**src/design/ofp_map.svh**
```systemverilog
`ifndef OFP_MAP_SVH
`define OFP_MAP_SVH
`define OFP_ADDR_LOOP_COMP      8'h00
`define OFP_ADDR_FRAC_LOW       8'h05
`define OFP_ADDR_FRAC_MID       8'h06
`define OFP_ADDR_FRAC_HIGH      8'h07
`define OFP_ADDR_MULT_MIXED     8'h08
`define OFP_ADDR_MULT_COMMIT    8'h09
`define OFP_ADDR_VCO_DIV_LOW    8'h0a
`define OFP_ADDR_DIV_UPPER      8'h0b
`define OFP_ADDR_DISABLED_LEVEL 8'h0e
`define OFP_ADDR_PROD_FLOOR     8'h30
`define OFP_ADDR_PROD_CEIL      8'h31
`define OFP_ADDR_OUT_CTRL       8'h84
`define OFP_BIT_DRIVE_ENABLE    2
`define OFP_BIT_CAL_TRIGGER     0
`define OFP_RST_DRIVE_ENABLE    1'b1
`define OFP_RST_LOOP_COMP       8'h22
`define OFP_RST_FRAC            29'h0000000
`define OFP_RST_INT             9'h041
`define OFP_RST_VCO_DIV         10'h00a
`define OFP_RST_OUT_DIV         3'h0
`define OFP_RST_LEVEL           2'h0
`define OFP_PROD_FLOOR          8'h14
`define OFP_PROD_CEIL           8'hfa
`define OFP_CLK_PERIOD_NS       10
`define OFP_CAL_TIME_US         10000
`define OFP_CAL_CYCLES          ((`OFP_CAL_TIME_US * 1000) / `OFP_CLK_PERIOD_NS)
`define OFP_SETTLE_TIME_US      100
`define OFP_SETTLE_CYCLES       ((`OFP_SETTLE_TIME_US * 1000) / `OFP_CLK_PERIOD_NS)
`endif

```
**src/design/ofp_pkg.sv**
```systemverilog
package ofp_pkg;
  typedef struct packed {
    logic       wr;
    logic       rd;
    logic [7:0] addr;
    logic [7:0] wdata;
  } ofp_reg_req_s;
  typedef struct packed {
    logic [8:0]  mult_int;
    logic [28:0] mult_frac;
  } ofp_mult_s;
  typedef enum logic [1:0] {
    OFP_LVL_HIZ  = 2'b00,
    OFP_LVL_HIGH = 2'b01,
    OFP_LVL_LOW  = 2'b10,
    OFP_LVL_RSVD = 2'b11
  } ofp_level_e;
  typedef enum logic [1:0] {
    OFP_IDLE   = 2'b00,
    OFP_CAL    = 2'b01,
    OFP_SETTLE = 2'b10
  } ofp_state_e;
endpackage : ofp_pkg

```
**src/design/ofp_freq_prog.sv**
```systemverilog
// Behaviour
// - New multiplier applied only on upper integer byte write; write it last.
// - Writing one to calibrate trigger starts calibration; bit reads zero.
// - No automatic large-change detection; host must trigger calibration.
// - Calibration and settling complete within 10 ms.
// - Output forced disabled when divider product outside floor/ceiling.
// - Small changes update only the multiplier; dividers unchanged.
// - Fraction LSB weight about 0.026 ppb near 71, doubling per bit.
// - Output divider code zero bypasses the final divider.
// - Output divider codes 000..101 map to ratios 1..32; others reserved.
// - Disabled level: 00 high impedance, 10 low, 01 high, 11 reserved.
// - Small-change multiplier updates settle within 100 us, output continuous.
// - Upper integer bits in commit byte 5:0; low three in mixed byte 7:5.
`timescale 1ns/1ps
`include "ofp_map.svh"
module ofp_freq_prog (
  input  wire logic                 clock_in,
  input  wire logic                 srst_in,
  input  wire ofp_pkg::ofp_reg_req_s req_in,
  output logic [7:0]                rdata_out,
  output ofp_pkg::ofp_mult_s        mult_out,
  output logic [9:0]                vco_divider_out,
  output logic [5:0]                output_ratio_out,
  output logic [3:0]                loop_comp_a_out,
  output logic [3:0]                loop_comp_b_out,
  output logic                      cal_busy_out,
  output logic                      settling_out,
  output logic                      drive_active_out,
  output logic                      level_out,
  output logic                      level_oe_out
);
  logic [7:0]         loop_comp_q;
  logic [28:0]        frac_shadow_q;
  logic [2:0]         int_low_shadow_q;
  logic [5:0]         int_high_q;
  logic [9:0]         vco_div_q;
  logic [2:0]         out_div_q;
  logic [1:0]         level_sel_q;
  logic               drive_en_q;
  ofp_pkg::ofp_state_e state_q;
  logic [23:0]        count_q;
  logic [15:0]        product_d;
  logic               product_ok_d;
  logic [5:0]         ratio_d;
  logic               cal_req_d;
  logic               wr_commit_d;

  assign cal_req_d   = req_in.wr && req_in.addr == `OFP_ADDR_OUT_CTRL
                       && req_in.wdata[`OFP_BIT_CAL_TRIGGER];
  assign wr_commit_d = req_in.wr && req_in.addr == `OFP_ADDR_MULT_COMMIT;

  // Ratio decode; reserved codes give zero so the product check disables output
  always_comb begin
    case (out_div_q)
      3'h0:    ratio_d = 6'h01;
      3'h1:    ratio_d = 6'h02;
      3'h2:    ratio_d = 6'h04;
      3'h3:    ratio_d = 6'h08;
      3'h4:    ratio_d = 6'h10;
      3'h5:    ratio_d = 6'h20;
      default: ratio_d = 6'h00;
    endcase
  end

  assign product_d    = {6'h00, vco_div_q} * {10'h000, ratio_d};
  assign product_ok_d = product_d >= 16'(`OFP_PROD_FLOOR)
                        && product_d <= 16'(`OFP_PROD_CEIL);

  // Register writes; reserved bits are not stored
  always_ff @(posedge clock_in) begin
    if (srst_in) begin
      loop_comp_q      <= `OFP_RST_LOOP_COMP;
      frac_shadow_q    <= `OFP_RST_FRAC;
      int_low_shadow_q <= 3'(`OFP_RST_INT & 9'h007);
      int_high_q       <= 6'(`OFP_RST_INT >> 3);
      vco_div_q        <= `OFP_RST_VCO_DIV;
      out_div_q        <= `OFP_RST_OUT_DIV;
      level_sel_q      <= `OFP_RST_LEVEL;
      drive_en_q       <= `OFP_RST_DRIVE_ENABLE;
    end else if (req_in.wr) begin
      case (req_in.addr)
        `OFP_ADDR_LOOP_COMP:   loop_comp_q <= req_in.wdata;
        `OFP_ADDR_FRAC_LOW:    frac_shadow_q[7:0] <= req_in.wdata;
        `OFP_ADDR_FRAC_MID:    frac_shadow_q[15:8] <= req_in.wdata;
        `OFP_ADDR_FRAC_HIGH:   frac_shadow_q[23:16] <= req_in.wdata;
        `OFP_ADDR_MULT_MIXED: begin
          int_low_shadow_q      <= req_in.wdata[7:5];
          frac_shadow_q[28:24]  <= req_in.wdata[4:0];
        end
        `OFP_ADDR_MULT_COMMIT: int_high_q <= req_in.wdata[5:0];
        `OFP_ADDR_VCO_DIV_LOW: vco_div_q[7:0] <= req_in.wdata;
        `OFP_ADDR_DIV_UPPER: begin
          out_div_q       <= req_in.wdata[6:4];
          vco_div_q[9:8]  <= req_in.wdata[1:0];
        end
        `OFP_ADDR_DISABLED_LEVEL: level_sel_q <= req_in.wdata[5:4];
        `OFP_ADDR_OUT_CTRL:  drive_en_q <= req_in.wdata[`OFP_BIT_DRIVE_ENABLE];
        default: ;
      endcase
    end
  end

  // Active multiplier moves only on the commit byte, all bits at once
  always_ff @(posedge clock_in) begin
    if (srst_in) begin
      mult_out.mult_int  <= `OFP_RST_INT;
      mult_out.mult_frac <= `OFP_RST_FRAC;
    end else if (wr_commit_d) begin
      mult_out.mult_int  <= {req_in.wdata[5:0], int_low_shadow_q};
      mult_out.mult_frac <= frac_shadow_q;
    end
  end

  // Divider and loop outputs follow their registers one clock later
  always_ff @(posedge clock_in) begin
    if (srst_in) begin
      vco_divider_out  <= `OFP_RST_VCO_DIV;
      output_ratio_out <= 6'h01;
      loop_comp_a_out  <= 4'(`OFP_RST_LOOP_COMP >> 4);
      loop_comp_b_out  <= 4'(`OFP_RST_LOOP_COMP & 8'h0f);
    end else begin
      vco_divider_out  <= vco_div_q;
      output_ratio_out <= ratio_d;
      loop_comp_a_out  <= loop_comp_q[7:4];
      loop_comp_b_out  <= loop_comp_q[3:0];
    end
  end

  // Calibration and small-change settle timing; a commit during calibration
  // is absorbed by the calibration wait rather than restarting it
  always_ff @(posedge clock_in) begin
    if (srst_in) begin
      state_q      <= ofp_pkg::OFP_IDLE;
      count_q      <= 24'h000000;
      cal_busy_out <= 1'b0;
    end else begin
      case (state_q)
        ofp_pkg::OFP_IDLE: begin
          if (cal_req_d) begin
            state_q      <= ofp_pkg::OFP_CAL;
            count_q      <= 24'(`OFP_CAL_CYCLES - 1);
            cal_busy_out <= 1'b1;
          end else if (wr_commit_d) begin
            state_q <= ofp_pkg::OFP_SETTLE;
            count_q <= 24'(`OFP_SETTLE_CYCLES - 1);
          end
        end
        ofp_pkg::OFP_CAL: begin
          if (count_q == 24'h000000) begin
            state_q      <= ofp_pkg::OFP_IDLE;
            cal_busy_out <= 1'b0;
          end else begin
            count_q <= count_q - 24'h000001;
          end
        end
        ofp_pkg::OFP_SETTLE: begin
          if (cal_req_d) begin
            cal_busy_out <= 1'b1;
            state_q <= ofp_pkg::OFP_CAL;
            count_q <= 24'(`OFP_CAL_CYCLES - 1);
          end else if (wr_commit_d) begin
            count_q <= 24'(`OFP_SETTLE_CYCLES - 1);
          end else if (count_q == 24'h000000) begin
            state_q <= ofp_pkg::OFP_IDLE;
          end else begin
            count_q <= count_q - 24'h000001;
          end
        end
        default: begin
          state_q      <= ofp_pkg::OFP_IDLE;
          cal_busy_out <= 1'b0;
        end
      endcase
    end
  end

  // Busy is its own flop, set with the state, so the output needs no decode

  // Output stage: driven only when enabled and product legal; calibration does not gate it
  always_ff @(posedge clock_in) begin
    if (srst_in) begin
      drive_active_out <= 1'b0;
      level_out        <= 1'b0;
      level_oe_out     <= 1'b0;
      settling_out     <= 1'b0;
    end else begin
      drive_active_out <= drive_en_q && product_ok_d;
      level_out        <= level_sel_q == ofp_pkg::OFP_LVL_HIGH;
      level_oe_out     <= !(drive_en_q && product_ok_d)
                          && (level_sel_q == ofp_pkg::OFP_LVL_HIGH
                              || level_sel_q == ofp_pkg::OFP_LVL_LOW);
      settling_out     <= state_q == ofp_pkg::OFP_SETTLE;
    end
  end

  // Read data; trigger bit always reads zero
  always_ff @(posedge clock_in) begin
    if (srst_in) begin
      rdata_out <= 8'h00;
    end else if (req_in.rd) begin
      case (req_in.addr)
        `OFP_ADDR_LOOP_COMP:      rdata_out <= loop_comp_q;
        `OFP_ADDR_FRAC_LOW:       rdata_out <= frac_shadow_q[7:0];
        `OFP_ADDR_FRAC_MID:       rdata_out <= frac_shadow_q[15:8];
        `OFP_ADDR_FRAC_HIGH:      rdata_out <= frac_shadow_q[23:16];
        `OFP_ADDR_MULT_MIXED:     rdata_out <= {int_low_shadow_q, frac_shadow_q[28:24]};
        `OFP_ADDR_MULT_COMMIT:    rdata_out <= {2'h0, int_high_q};
        `OFP_ADDR_VCO_DIV_LOW:    rdata_out <= vco_div_q[7:0];
        `OFP_ADDR_DIV_UPPER:      rdata_out <= {1'b0, out_div_q, 2'h0, vco_div_q[9:8]};
        `OFP_ADDR_DISABLED_LEVEL: rdata_out <= {2'h0, level_sel_q, 4'h0};
        `OFP_ADDR_PROD_FLOOR:     rdata_out <= `OFP_PROD_FLOOR;
        `OFP_ADDR_PROD_CEIL:      rdata_out <= `OFP_PROD_CEIL;
        `OFP_ADDR_OUT_CTRL:       rdata_out <= {5'h00, drive_en_q, 2'h0};
        default:                  rdata_out <= 8'h00;
      endcase
    end
  end
endmodule : ofp_freq_prog

```
**config.mk**
```make
export PLATFORM = sky130hd
export DESIGN_NAME = ofp_freq_prog
export DESIGN_NICKNAME = d
export VERILOG_FILES = /design/src/design/ofp_pkg.sv /design/src/design/ofp_freq_prog.sv
export VERILOG_INCLUDE_DIRS = /design/src /design/src/design
export SDC_FILE = /design/constraint.sdc
export NUM_CORES = 1
export LEC_CHECK = 0
export ABC_AREA = 0
export BUFFER_PORTS_ARGS = -buffer_cell sky130_fd_sc_hd__buf_2
export CORE_MARGIN = 3
export CORE_UTILIZATION = 55
export CTS_CLUSTER_SIZE = 24
export DETAILED_ROUTE_END_ITERATION = 16
export PLACE_DENSITY = 0.82
export SETUP_SLACK_MARGIN = 0.15
export SLEW_MARGIN = 20
export SYNTH_ARGS = -nofsm -noshare
export SYNTH_HDL_FRONTEND = slang
export SYNTH_SLANG_ARGS = --single-unit
export TNS_END_PERCENT = 50
```
**constraint.sdc**
```tcl
create_clock -name clock_in -period 13.1 [get_ports clock_in]
set_input_delay 2.62 -clock clock_in [delete_from_list [all_inputs] [get_ports clock_in]]
set_output_delay 2.62 -clock clock_in [all_outputs]
set_load 0.01 [all_outputs]
```
After elaboration in Yosys (flattened, before gate mapping)
Cells that the tools add are included.
{ "word_totals": {"ramBits": 0, "inputBits": 20, "latchBits": 0, "rom_bits": 0, "n_memories": 0, "ff_bits": 163} }
{ "classes": {"n_mux": 17, "multipliers": 1, "n_eq_ne": 24, "add_sub_neg": 1, "bitwise": 0, "n_lt_le_gt_ge": 2, "n_shift": 0, "div_mod_pow": 0, "reduce_logical": 27} }
{ "op_table": {"columns": ["cell", "count"], "rows": [
  ["two-way mux 24 bit", 5],
  ["one-hot mux 8 bit (12 select lines)", 1],
  ["one-hot mux 24 bit (3 select lines)", 1],
  ["== test 8 x 4 -> 1 bit, second input constant", 5],
  ["one-hot mux 6 bit (6 select lines)", 1],
  ["AND reduction 2 bit", 13],
  ["== test 8 x 3 -> 1 bit, second input constant", 3],
  ["logical NOT 24 bit", 1],
  ["subtractor 24 x 1 -> 24 bit, second input constant", 1],
  ["== test 8 x 6 -> 1 bit, second input constant", 2],
  [">= comparator 16 x 5 -> 1 bit, second input constant", 1],
  ["<= comparator 16 x 8 -> 1 bit, second input constant", 1],
  ["multiplier 10 x 6 -> 16 bit", 1],
  ["two-way mux 2 bit", 5],
  ["== test 8 bit, second input constant", 1],
  ["logical NOT 8 bit", 1],
  ["== test 3 x 2 -> 1 bit, second input constant", 2],
  ["== test 3 bit, second input constant", 2],
  ["logical AND 1 bit", 6],
  ["inequality test 3 bit, second input constant", 2],
  ["one-hot mux 2 bit (3 select lines)", 1],
  ["== test 2 x 1 -> 1 bit, second input constant", 2],
  ["== test 2 bit, second input constant", 2],
  ["== test 3 x 1 -> 1 bit, second input constant", 1],
  ["10 further kinds", 11]
]} }

Longest topological paths before layout
{ "logic_depth": {"depth_word": 8, "depth_mapped": 16, "ltp_nobuf": 15} }

Least setup slack after synthesis
OpenSTA, ideal clock, no wires.
{ "synth_path": {"kind": "input port to flip-flop", "start": "input req_in[9] (netlist bit)", "end": "register count_q[15]", "n_path_buf": 2, "stages": 8, "t_arrival_ns": 4.647, "slack_ns": 8.383, "path_cell_list": "buf_2 > nor4b_2 > nand4_2 > and3_1 > clkbuf_1 > or4_1 > or3_1 > a21oi_1"} }
{ "synth_via": {"elab_chain_len": 5} }
{ "synth_lines": {"columns": ["item", "line", "text"], "rows": [
  ["start, declared", "ofp_freq_prog.sv:19", "input wire ofp_pkg::ofp_reg_req_s req_in,"],
  ["== test 8 x 4 -> 1 bit or == test 8 bit (tied branches)", null, null],
  ["logical AND 1 bit (no line)", null, null],
  ["two-way mux 24 bit or logical AND 1 bit (tied branches)", "ofp_freq_prog.sv:161, ofp_freq_prog.sv:48", null],
  ["two-way mux 24 bit, or another cell as far along", "ofp_freq_prog.sv:157", "if (cal_req_d) begin"],
  ["one-hot mux 24 bit (3 select lines) or AND reduction 2 bit (tied branches)", null, null],
  ["end signal, assigned", "ofp_freq_prog.sv:141", "count_q <= 24'(`OFP_CAL_CYCLES - 1);"],
  ["end signal, assigned", "ofp_freq_prog.sv:160", "count_q <= 24'(`OFP_CAL_CYCLES - 1);"],
  ["end signal, assigned", "ofp_freq_prog.sv:162", "count_q <= 24'(`OFP_SETTLE_CYCLES - 1);"],
  ["end, declared", "ofp_freq_prog.sv:41", "logic [23:0] count_q;"]
]} }
Parallel ways exist; a longest one is shown, timed or not.
A chain may end at the register's enable or synchronous reset.

Worst setup path in the final report
{ "layout_path": {"start": "input req_in[8] (netlist bit)", "end": "register count_q[5]"} }
Same word-level chain as after synthesis.

==> results by group <==
Synth
  – Post-synth top flop: dfxtp_1
  – Async set or reset register ratio after synthesis: 0%
  – Post-synth EDFFs: 0
  – Yosys warning count: 0
  – Register area share after synthesis: 35.9%
  – Synth Register Bits: 157
  – Cells after synthesis: 1017
  – Top post-synthesis cells by count: dfxtp_1 (157), nand2_1 (125), nor2_1 (82)
  – Syn Area/Cell: 8.61 µm²
  – Netlist Area Pre-Place: between 0.008 and 0.009 mm²
  – Most instantiated library cell after synthesis: dfxtp_1
  – Ranking of synthesized cells by area: dfxtp_1 (36%), fa_1 (7.5%), mux2i_1 (5.7%)
  – Yosys cell types: 67
  – Yosys top cell area share: 35.9%
  – Post-synth net total: 1101
  – Yosys top cell by area: dfxtp_1

Layout
  – Multi-input logic area: 0.00520 mm²
  – Proportion of layout cells with a drive suffix above 1: 14.8%
  – Area growth syn-to-layout: 13.4%
  – Final nets: 1164
  – Antenna cells: 0
  – Flip-flop and latch area: ~0.0031 mm²
  – Fillers: approximately 1300

Critical path
  – Worst setup SP type: primary input
  – Worst EP arrival: 5.45 ns
  – FF-to-FF End: level_oe_out$_SDFF_PP0_
  – Worst Setup End Kind: flip-flop
  – Setup slack, reg-to-reg: 8.07 ns
  – CP Data Required Time: 13.41 ns
  – Reg2reg start: out_div_q[2]$_SDFFE_PP0P_
  – Setup CP Type: in2reg
  – Crit Path Max Fanout: 23
  – R2R cell count: 14

Routing
  – Initial DRC Count: 913
  – Router iterations before antenna repair: 6
  – Vias per Instance: 5.93
  – DR vias: 7731
  – Routed WL: 22700 µm
  – ANT nets after route: 0
  – DRC viols: 0
  – Wire per inst: 17.4 µm

Die
  – Core Area: around 0.015 mm²
  – Die width: 132 µm
  – Initial Utilization: 57.0%
  – Rows: 45
  – Chip height: 132 µm
  – Io pins: 95
  – Die ar.: between 0.015 and 0.02 mm²

Timing
  – RSZ-0062 raised after global routing: false
  – Final hold vios: 0
  – Post-Route Skew: 0.00621 ns
  – Slew of the pin with the lowest slew margin: between 0.8 and 0.9 ns
  – Minimum clock period: 5.14 ns
  – Final setup margin: approximately 8.0 ns
  – Max Freq: about 190 MHz
  – Max-slew violations: 0
  – Slew margin rel.: a little over two fifths
  – Endpoints failing setup: 0
  – Total Neg Setup Slack: 0 ns
  – Tcrit/Tclk final: 39.2%

GRT
  – M1 GR Usage: 36.0%
  – Met3 usage: 5.53%
  – GR Overflow Total: 0
  – GRT met2 Usage: 38.4%
  – GRT busiest layer: met2
  – Vias in the first global route: 7187
  – Initial antenna violation count: 0
  – GRT Total Usage: 25.5%
  – Largest net degree at the start of global routing: 81
  – First-pass GRT wire length: 36700 µm

Place
  – Routability Congestion: roughly 0.98
  – DP Wirelength: 15700 µm
  – IO Port Bufs: 94
  – Dpl ws: 7.62 ns

Clocking
  – Total CTS buffers: 17
  – Clock Latency Late Sink: 0.42 ns
  – CTS tree: built
  – CTS Buffer Depth: 2
  – Clock sink count: 157
  – H-tree level count: 4
  – Reg clk slew, reported paths: 0.07 ns
  – CTS root buffer: clkbuf_16
  – PostCTS Resize Cnt: 0
  – CTS Hold Buffers Added: 0
  – Post-CTS setup buffers: 0

Worst hold path
  – Worst Hold Depth: 2
  – Worst hold endpoint: mult_out[6]$_SDFFE_PP0P_
  – HP Class: reg2reg
  – Hold_sp: mult_out[6]$_SDFFE_PP0P_

Run status
  – Status: complete, no violations

Pwr
  – Cell area power density: roughly 100 mW/mm²
  – P_leak: 0.00433 µW
  – VDD IR max: approximately 0.098 mV

Run
  – Max-Cap Viols: 0
cells in the final DEF (no fill, tap or decap), drive strengths merged, types with 8 or more instances in the layout:
| cell type | Yosys | routed |
|---|---|---|
| or2 | 9 | 9 |
| nand2b | 9 | 9 |
| inv | 51 | 54 |
| nor3b | 9 | 9 |
| a22oi | 13 | 13 |
| buf | 8 | 101 |
| a21oi | 76 | 76 |
| mux2i | 50 | 50 |
| or4 | 8 | 8 |
| or3 | 13 | 13 |
| and2 | 53 | 53 |
| o21ai | 35 | 35 |
| fa | 33 | 33 |
| clkbuf | 49 | 19 |
| nor4 | 10 | 10 |
| a21o | 9 | 9 |
| nor3 | 20 | 20 |
| mux2 | 9 | 9 |
| nor2 | 82 | 82 |
| nor2b | 22 | 22 |
| and3 | 10 | 10 |
| nand3 | 27 | 27 |
| ha | 31 | 31 |
| dfxtp | 157 | 157 |
| nand2 | 125 | 125 |
layout make-up:
type | count | share of cell area, %
Multi-Input combinational cell | 751 | 52.4
Sequential cell | 157 | 31.7
Timing Repair Buffer | 101 | 5.29
Clock buffer | 19 | 4.36
Tap cell | 211 | 2.66
Inverter | 52 | 1.97
Clock inverter | 12 | 1.65
critical path, cell delays in order:
cell	delay, ns
buf_2	0.44
nor2b_1	0.77
nand3_1	0.37
a21oi_1	0.63
nand2b_1	0.25
o22ai_1	0.10
a22o_1	0.25
metal layers:
layer / vias up / part of all wire (%)
met3: 59 / 9.0
met2: 363 / 45
met5: - / 0
met1: 3657 / 44
met4: 0 / 2.7
li1: 3652 / -
per-stage QoR:
stage / cells / hold slack [ns] / area (µm²) / total power, µW / util, %
6_report: 1303 / 0.454 / 9930 / 1030 / 64.6
4_1_cts: 1303 / 0.452 / 9920 / 1030 / 64.6
3_5_place_dp: 1272 / 0.444 / 9330 / 525 / 60.7
2_1_floorplan: 1017 / 0.440 / 8760 / 513 / -
5_1_grt: 1303 / 0.472 / 9930 / 1050 / 64.6
3_3_place_gp: 1272 / 0.442 / 9330 / 525 / 60.7
worst max path at each step:
stage	from	endpoint	slack (ns)	cells after the start
floorplan	req_in[9]	count_q[15]$_SDFFE_PP0P_	8.38	8
global placement	req_in[8]	count_q[15]$_SDFFE_PP0P_	7.73	7
detailed placement	req_in[8]	count_q[5]$_SDFFE_PP0P_	7.62	7
CTS	out_div_q[2]$_SDFFE_PP0P_	level_oe_out$_SDFF_PP0_	7.74	14
global route	req_in[8]	count_q[14]$_SDFFE_PP0P_	7.74	7
finish	req_in[8]	count_q[5]$_SDFFE_PP0P_	7.96	7
cells by family after synthesis:
logic type	after synthesis	share of synthesized area [%]
AND/OR/NAND/NOR	419	24.4
AO/OA/AOI/OAI	193	13.9
flip-flops	157	35.9
buffers and inverters	109	4.72
adder cells (fa/ha/maj)	64	12.0
multiplexers	63	7.90
XOR/XNOR	12	1.20
state kept, by name, summed over array words and instances (netlist names), 2 cells and up:
register,flops
mult_out,32
frac_shadow_q,29
count_q,24
vco_div_q,10
vco_divider_out,10
loop_comp_q,8
rdata_out,8
int_high_q,6
output_ratio_out,6
loop_comp_a_out,4
loop_comp_b_out,4
int_low_shadow_q,3
out_div_q,3
level_sel_q,2
state_q,2
power by group:
part           switching [µW]  internal (µW)  total, µW
registers               0.592            478        478
clock network             209            302        511
logic                    27.9           9.67       37.6
total                     237            789       1030
Note: power is estimated with default switching activity, not from simulation.
